**src/hw/pmpc_pkg.sv**
```systemverilog
/*
  Package for the port pin configuration block: register offsets, reset
  values, pin roles and the per-pin pad control carrier.
  Assumes a classic Wishbone slave with 32-bit data and byte addresses.
*/
// Summary of operation
// - Direction bit 1 makes the pin an output, 0 an input, per pin.
// - Enabled SPI forces direction of pins 5..2; stored bits stay unchanged.
// - Enabled CAN forces pin 1 to output; stored direction bit unchanged.
// - Enabled CAN forces pin 0 to input; stored direction bit unchanged.
// - Drive bit 1 selects reduced drive (about one fifth), 0 full drive.
// - Drive selection has no effect on a pin acting as input.
// - Drive selection applies to outputs whatever function drives them.
// - Pull enable bit 1 activates the pull device on an input pin.
// - On outputs the pull enable works only in wired-or mode.
// - Polarity bit 1 selects pull-down, 0 pull-up, when pull enabled.
// - While CAN is active, pull-down on the CAN receive pin has no effect.
// - Wired-or output drives low for zero and leaves pin undriven for one.
package pmpc_pkg;
  localparam int          PMPC_NPINS       = 6;
  localparam int          PMPC_REGW        = 8;
  localparam int          PMPC_AW          = 5;
  // Register byte addresses
  localparam logic [4:0]  PMPC_OFS_DIR     = 5'h00;
  localparam logic [4:0]  PMPC_OFS_DRIVE   = 5'h04;
  localparam logic [4:0]  PMPC_OFS_PULLEN  = 5'h08;
  localparam logic [4:0]  PMPC_OFS_POL     = 5'h0C;
  localparam logic [4:0]  PMPC_OFS_ODSEL   = 5'h10;
  localparam logic [4:0]  PMPC_OFS_STATUS  = 5'h14;
  localparam logic [5:0]  PMPC_RST_BITS    = 6'h00;
  // Pin roles
  localparam int          PMPC_CAN_TX_PIN  = 1;
  localparam int          PMPC_CAN_RX_PIN  = 0;
  localparam int          PMPC_SPI_LO_PIN  = 2;
  localparam int          PMPC_SPI_HI_PIN  = 5;

  // Pad control for one pin
  typedef struct packed {
    logic oe;        // Output driver enabled
    logic dout;      // Value driven when oe
    logic reduced;   // Reduced drive strength
    logic pull_on;   // Pull device active
    logic pull_down; // 1 pull-down, 0 pull-up
  } pmpc_pad_t;

  // Peripheral requests for a pin
  typedef struct packed {
    logic dir_out;   // Peripheral wants output
    logic dout;      // Peripheral output value
  } pmpc_periph_t;
endpackage

```
**src/hw/pmpc_pin_cell.sv**
```systemverilog
/*
  Per-pin pad control resolution: effective direction, drive, pull.
  Assumes direction overrides are computed by the caller; pure logic.
*/
module pmpc_pin_cell
  import pmpc_pkg::*;
(
  input  wire logic      dir_eff,
  input  wire logic      dout,
  input  wire logic      reduced_bit,
  input  wire logic      pullen_bit,
  input  wire logic      pol_bit,
  input  wire logic      od_bit,
  input  wire logic      block_pulldown,
  output pmpc_pad_t      pad
);
  // Open-drain drives only a low level
  wire   od_float   = dir_eff & od_bit & dout;
  wire   drv_on     = dir_eff & ~od_float;
  // Pull is meaningful on inputs and wired-or outputs only
  wire   pull_ok    = ~dir_eff | od_bit;
  wire   pull_req   = pullen_bit & pull_ok;
  // A blocked pull-down is dropped rather than flipped to pull-up
  wire   pull_kill  = pol_bit & block_pulldown;

  assign pad.oe        = drv_on;
  assign pad.dout      = od_bit ? 1'b0 : dout;
  assign pad.reduced   = reduced_bit & dir_eff;
  assign pad.pull_on   = pull_req & ~pull_kill;
  assign pad.pull_down = pol_bit & ~pull_kill;
endmodule

```
**src/hw/pmpc_port_cfg.sv**
```systemverilog
/*
  Port pin configuration block: Wishbone registers for direction, drive,
  pull enable, pull polarity and open-drain select, plus SPI/CAN overrides.
  Assumes SPI and CAN enables and requests come from logic on clk.
*/
module pmpc_port_cfg
  import pmpc_pkg::*;
#(
  parameter int NPINS = PMPC_NPINS
)(
  input  wire logic                 clk,
  input  wire logic                 rst,
  input  wire logic                 wb_cyc_i,
  input  wire logic                 wb_stb_i,
  input  wire logic                 wb_we_i,
  input  wire logic [PMPC_AW-1:0]   wb_adr_i,
  input  wire logic [31:0]          wb_dat_i,
  input  wire logic [3:0]           wb_sel_i,
  output logic      [31:0]          wb_dat_o,
  output logic                      wb_ack_o,
  input  wire logic                 spi_enable,
  input  wire pmpc_periph_t [3:0]   spi_req,
  input  wire logic                 can_enable,
  input  wire logic                 can_transmit_pin,
  input  wire logic [NPINS-1:0]     gpio_dout,
  output pmpc_pad_t [NPINS-1:0]     pad_ctl
);
  logic [NPINS-1:0] pin_direction_bits_ff;
  logic [NPINS-1:0] drive_strength_bits_ff;
  logic [NPINS-1:0] pull_enable_bits_ff;
  logic [NPINS-1:0] pull_polarity_bits_ff;
  logic [NPINS-1:0] open_drain_select_bits_ff;
  logic             ack_ff;
  logic [31:0]      rdata_ff;
  pmpc_pad_t [NPINS-1:0] pad_ff;
  pmpc_pad_t [NPINS-1:0] nxt_pad;
  logic [NPINS-1:0] dir_eff;
  logic [NPINS-1:0] dout_eff;

  // Bus decode; single-cycle answer after the request edge
  wire        req      = wb_cyc_i & wb_stb_i & ~ack_ff;
  wire        wr_lane0 = req & wb_we_i & wb_sel_i[0];
  wire        hit_dir  = wb_adr_i == PMPC_OFS_DIR;
  wire        hit_drv  = wb_adr_i == PMPC_OFS_DRIVE;
  wire        hit_pen  = wb_adr_i == PMPC_OFS_PULLEN;
  wire        hit_pol  = wb_adr_i == PMPC_OFS_POL;
  wire        hit_od   = wb_adr_i == PMPC_OFS_ODSEL;
  wire        hit_st   = wb_adr_i == PMPC_OFS_STATUS;
  wire [NPINS-1:0] wdat = wb_dat_i[NPINS-1:0];

  // Read mux; unmapped addresses and upper bits read zero
  wire [NPINS-1:0] rsel =
      hit_dir ? pin_direction_bits_ff :
      hit_drv ? drive_strength_bits_ff :
      hit_pen ? pull_enable_bits_ff :
      hit_pol ? pull_polarity_bits_ff :
      hit_od  ? open_drain_select_bits_ff :
      hit_st  ? dir_eff : '0;
  wire [31:0] nxt_rdata = {{(32-NPINS){1'b0}}, rsel};

  // Register writes; stored direction never touched by overrides
  always_ff @(posedge clk or posedge rst) begin
    if (rst) begin
      pin_direction_bits_ff     <= PMPC_RST_BITS;
      drive_strength_bits_ff    <= PMPC_RST_BITS;
      pull_enable_bits_ff       <= PMPC_RST_BITS;
      pull_polarity_bits_ff     <= PMPC_RST_BITS;
      open_drain_select_bits_ff <= PMPC_RST_BITS;
    end else begin
      if (wr_lane0 && hit_dir) pin_direction_bits_ff     <= wdat;
      if (wr_lane0 && hit_drv) drive_strength_bits_ff    <= wdat;
      if (wr_lane0 && hit_pen) pull_enable_bits_ff       <= wdat;
      if (wr_lane0 && hit_pol) pull_polarity_bits_ff     <= wdat;
      if (wr_lane0 && hit_od)  open_drain_select_bits_ff <= wdat;
    end
  end

  // Bus answer; ack drops the cycle after it rises
  always_ff @(posedge clk or posedge rst) begin
    if (rst) begin
      ack_ff   <= 1'b0;
      rdata_ff <= 32'h0000_0000;
    end else begin
      ack_ff   <= req;
      rdata_ff <= req ? nxt_rdata : 32'h0000_0000;
    end
  end

  // Direction and data resolution per pin, peripherals take precedence
  genvar gi;
  generate
    for (gi = 0; gi < NPINS; gi++) begin : g_pin
      if (gi >= PMPC_SPI_LO_PIN && gi <= PMPC_SPI_HI_PIN) begin : g_spi
        assign dir_eff[gi]  = spi_enable ? spi_req[gi-PMPC_SPI_LO_PIN].dir_out
                                         : pin_direction_bits_ff[gi];
        assign dout_eff[gi] = spi_enable ? spi_req[gi-PMPC_SPI_LO_PIN].dout
                                         : gpio_dout[gi];
      end else if (gi == PMPC_CAN_TX_PIN) begin : g_tx
        assign dir_eff[gi]  = can_enable | pin_direction_bits_ff[gi];
        assign dout_eff[gi] = can_enable ? can_transmit_pin : gpio_dout[gi];
      end else if (gi == PMPC_CAN_RX_PIN) begin : g_rx
        assign dir_eff[gi]  = ~can_enable & pin_direction_bits_ff[gi];
        assign dout_eff[gi] = gpio_dout[gi];
      end else begin : g_plain
        assign dir_eff[gi]  = pin_direction_bits_ff[gi];
        assign dout_eff[gi] = gpio_dout[gi];
      end
      pmpc_pin_cell u_cell (
        .dir_eff        (dir_eff[gi]),
        .dout           (dout_eff[gi]),
        .reduced_bit    (drive_strength_bits_ff[gi]),
        .pullen_bit     (pull_enable_bits_ff[gi]),
        .pol_bit        (pull_polarity_bits_ff[gi]),
        .od_bit         (open_drain_select_bits_ff[gi]),
        .block_pulldown (can_enable && gi == PMPC_CAN_RX_PIN),
        .pad            (nxt_pad[gi])
      );
    end
  endgenerate

  // Pad controls registered so outputs come from flops
  always_ff @(posedge clk or posedge rst) begin
    if (rst) pad_ff <= '0;
    else     pad_ff <= nxt_pad;
  end

  assign wb_ack_o = ack_ff;
  assign wb_dat_o = rdata_ff;
  assign pad_ctl  = pad_ff;
endmodule

```
**config.mk**
```make
export PLATFORM = sky130hd
export DESIGN_NAME = pmpc_port_cfg
export DESIGN_NICKNAME = d
export VERILOG_FILES = /design/src/hw/pmpc_pkg.sv /design/src/hw/pmpc_pin_cell.sv /design/src/hw/pmpc_port_cfg.sv
export SDC_FILE = /design/constraint.sdc
export NUM_CORES = 1
export LEC_CHECK = 0
export BUFFER_PORTS_ARGS = -buffer_cell sky130_fd_sc_hd__buf_4
export CAP_MARGIN = 20
export CELL_PAD_IN_SITES_DETAIL_PLACEMENT = 1
export CELL_PAD_IN_SITES_GLOBAL_PLACEMENT = 2
export CORE_MARGIN = 8
export CORE_UTILIZATION = 30
export CTS_CLUSTER_DIAMETER = 200
export DETAILED_ROUTE_END_ITERATION = 10
export PLACE_DENSITY_LB_ADDON = 0.1
export SLEW_MARGIN = 20
export SYNTH_ARGS = -nofsm -noshare
export SYNTH_HDL_FRONTEND = slang
export SYNTH_HIERARCHICAL = 1
export SYNTH_SLANG_ARGS = --single-unit
```
**constraint.sdc**
```tcl
create_clock -name clk -period 4.48 [get_ports clk]
set_input_delay 0.448 -clock clk [delete_from_list [all_inputs] [get_ports clk]]
set_output_delay 0.448 -clock clk [all_outputs]
set_load 0.02 [all_outputs]
```
==> flow_summary.yaml <==
pwr:
  p_sw_uw: 352
  power.density_nw_per_um2: 355
  p_int_mw: 1.07
  p_comb_frac: 0.110
  vdd_drop_max_uv: 156
  pwr-share-seq: 0.449
  sw_frac_of_total: 0.247
  clock_power_share: 0.441
  leakagePower_nw: 1.98
cts:
  htree_levels: 3
  ctsResizeCount: 0
  clk_pin_slew_ns: 0.08
  cts_setup_buffers: 0
  clock_sinks: 67
  postCtsHoldBufs: 0
  clk_latency_ns: 0.36
  cts_tree: "built"
  max-clock-path-buffers: 2
  cts_buffers: 9
  cts-root-buf: "clkbuf_8"
critical_path:
  cp_top_family: "simple AND/OR/NAND/NOR gates"
  start_kind: "primary input"
  cp_cell_sequence: "buf_4 > or3b_1 > nor3_2 > nor2b_1 > mux2_1"
  critPathMaxFanout: 17
  required_ns: 4.72
  arrival_ns: 2.74
  reg2reg_slack_ns: 2.00
  reg2reg_to: "open_drain_select_bits_ff[5]$_DFFE_PP0P_"
  critPathSlowestCell: "nor2b_1"
  crit-reg2reg-launch: "wb_ack_o$_DFF_PP0_"
  reg2reg_depth: 5
  critPathKind: "primary input to flop"
  crit_buf_inv: 1
  end_kind: "flop"
  cpPeakStageDelay_ns: 0.77
die:
  rows: 37
  die_y_um: 119
  ioPinCount: 126
  die-area_sq_um: 14300
  initial_core_util: 0.310
  die_x_um: 119
  core_area_sq_um: 10400
detailed_routing:
  routedWlPerCell_um: 17.6
  drc: 0
  num_vias: 2153
  ant_nets: 0
  wl_um: 8520
  drt-pass1-iter-count: 4
  vias_per_cell: 4.46
  drt_iter0_markers: 85
sta:
  slew_violations: 0
  fmax_mhz: 400
  relSlewSlack: 0.414
  finalSetupViolations: 0
  min_period_ns: 2.50
  hold_viol: 0
  period_share: 0.558
  rsz0062_at_grt: "false"
  skew_ns: 0.00689
  setup-tns-final_ns: 0
  setup_slack_ns: 1.98
  worst_pin_slew_ns: 0.878
global_routing:
  grtUsageMet2: 0.191
  grt.overflow.total: 0
  grt_pass1_vias: 2411
  grt_antenna_before_repair: 0
  use_met1: 0.155
  grt_use_total: 0.124
  use_met3: 0.0413
  grt_max_degree: 40
  grt_pass1_wl_um: 13500
  busiest_layer: "met2"
cells_and_area:
  post-route-util: 0.387
  fin_nets: 405
  fillers: 1178
  seq_area_sq_um: 1680
  final_layout_size_suffix_gt1_frac: 0.357
  multi_input_area_sq_um: 1300
  antennaDiodeCount: 0
  area_delta_synth_final_pct: 24.9
  final_cells: 483
  finalInstanceArea_sq_um: 4010
yosys:
  synthTopCellsByArea: "dfrtp_1, mux2_1, buf_4"
  ys.flop_type: "dfrtp_1"
  synth_common_cells: "dfrtp_1, buf_4, mux2_1, inv_1, mux2_2"
  synthesis.area_sq_um: 3210
  yosys_warnings: 6
  synthArstFlopShare: 1.00
  syn_area_per_cell_sq_um: 12.1
  synth_top_area_share: 0.522
  yosysTopAreaCell: "dfrtp_1"
  synth_edf_count: 0
  ys_ff_latch: 67
  ys_seq_area_frac: 0.522
  yosys.cell_count.top_type: "dfrtp_1"
  synth_cells: 266
  synth_cell_type_count: 44
placement:
  portBuffers: 70
  dp_cells: 467
  post_dp_cell_area_sq_um: 3760
  place_ws_ns: 1.56
  place.gp.congestion: 0.721
  place_hpwl_um: 6190
run_status:
  status: "completed"
job:
  cap_violations: 0
hold_path:
  hp-class: "primary input to async pin"
-- power by group through the flow --
stage	Combinational, mW	Sequential [mW]	Clock (mW)
floorplan	0.0988	0.663	0
global placement	0.158	0.652	0
detailed placement	0.159	0.653	0
CTS	0.159	0.641	0.650
global route	0.172	0.644	0.671
finish	0.156	0.641	0.629
-- per-stage QoR --
| step | power [mW] | hold slack [ns] |
|---|---|---|
| final | 1.43 | 0.180 |
| after global routing | 1.49 | 0.236 |
| after CTS | 1.45 | 0.205 |
| after detailed placement | 0.812 | 0.496 |
| after global placement | 0.810 | 0.486 |
| after floorplan | 0.762 | 0.465 |
-- worst max path at each step --
stage | startpoint | to | slack (ns) | cells after the start
2_1_floorplan | rst | drive_strength_bits_ff[0]$_DFFE_PP0P_ | 2.35 | 1
3_3_place_gp | wb_adr_i[2] | drive_strength_bits_ff[1]$_DFFE_PP0P_ | 1.56 | 5
3_5_place_dp | wb_adr_i[2] | drive_strength_bits_ff[0]$_DFFE_PP0P_ | 1.56 | 5
4_1_cts | wb_ack_o$_DFF_PP0_ | open_drain_select_bits_ff[2]$_DFFE_PP0P_ | 1.93 | 5
5_1_grt | wb_ack_o$_DFF_PP0_ | open_drain_select_bits_ff[2]$_DFFE_PP0P_ | 1.81 | 5
6_report | wb_adr_i[2] | drive_strength_bits_ff[0]$_DFFE_PP0P_ | 1.98 | 5
-- logic make-up (layout without fill, tap and decap cells) --
logic type | Yosys count | in the layout | share of synthesized area
and+or+nand+nor | 51 | 51 | 0.108
DFF | 67 | 67 | 0.522
muxes | 39 | 39 | 0.144
other | 1 | 36 | 0.00117
buffers and inverters | 62 | 108 | 0.114
AOI/OAI and AO/OA | 46 | 46 | 0.112
-- routing by layer --
metal / routed length (um) / share of wire
met4: 149 / 0.017
met5: 0 / 0
met1: 3790 / 0.44
met2: 4100 / 0.48
met3: 482 / 0.057
-- placed cells by master (no fill, tap or decap), drive strengths merged, types with 2 or more instances in the layout --
master and count:
buf 72, dfrtp 67, mux2 39, conb 36, inv 21, nor2b 10, clkbuf 10, a221oi 9
a21oi 7, a21boi 7, o21ai 7, nand2 6, and2b 6, and2 6, a22oi 5, nor3 4
nor3b 3, o211ai 3, o22ai 3, bufinv 3, nand3 2, or3 2, nand2b 2, nor2 2
-- layout make-up --
cell class / count / area share
clock inverters: 6 / 0.0277
flip-flops and latches: 67 / 0.418
clock buffers: 10 / 0.0343
multi-input cells: 172 / 0.325
repair buffers: 72 / 0.135
inverters: 20 / 0.0187
well taps: 136 / 0.0424
-- state kept, by name, summed over array words and instances, names as in the netlist --
name,cells
pull_polarity_bits_ff,6
pad_ctl,30
wb_ack_o,1
pull_enable_bits_ff,6
pin_direction_bits_ff,6
drive_strength_bits_ff,6
wb_dat_o,6
open_drain_select_bits_ff,6
Note: power is estimated with default switching activity, not from simulation.
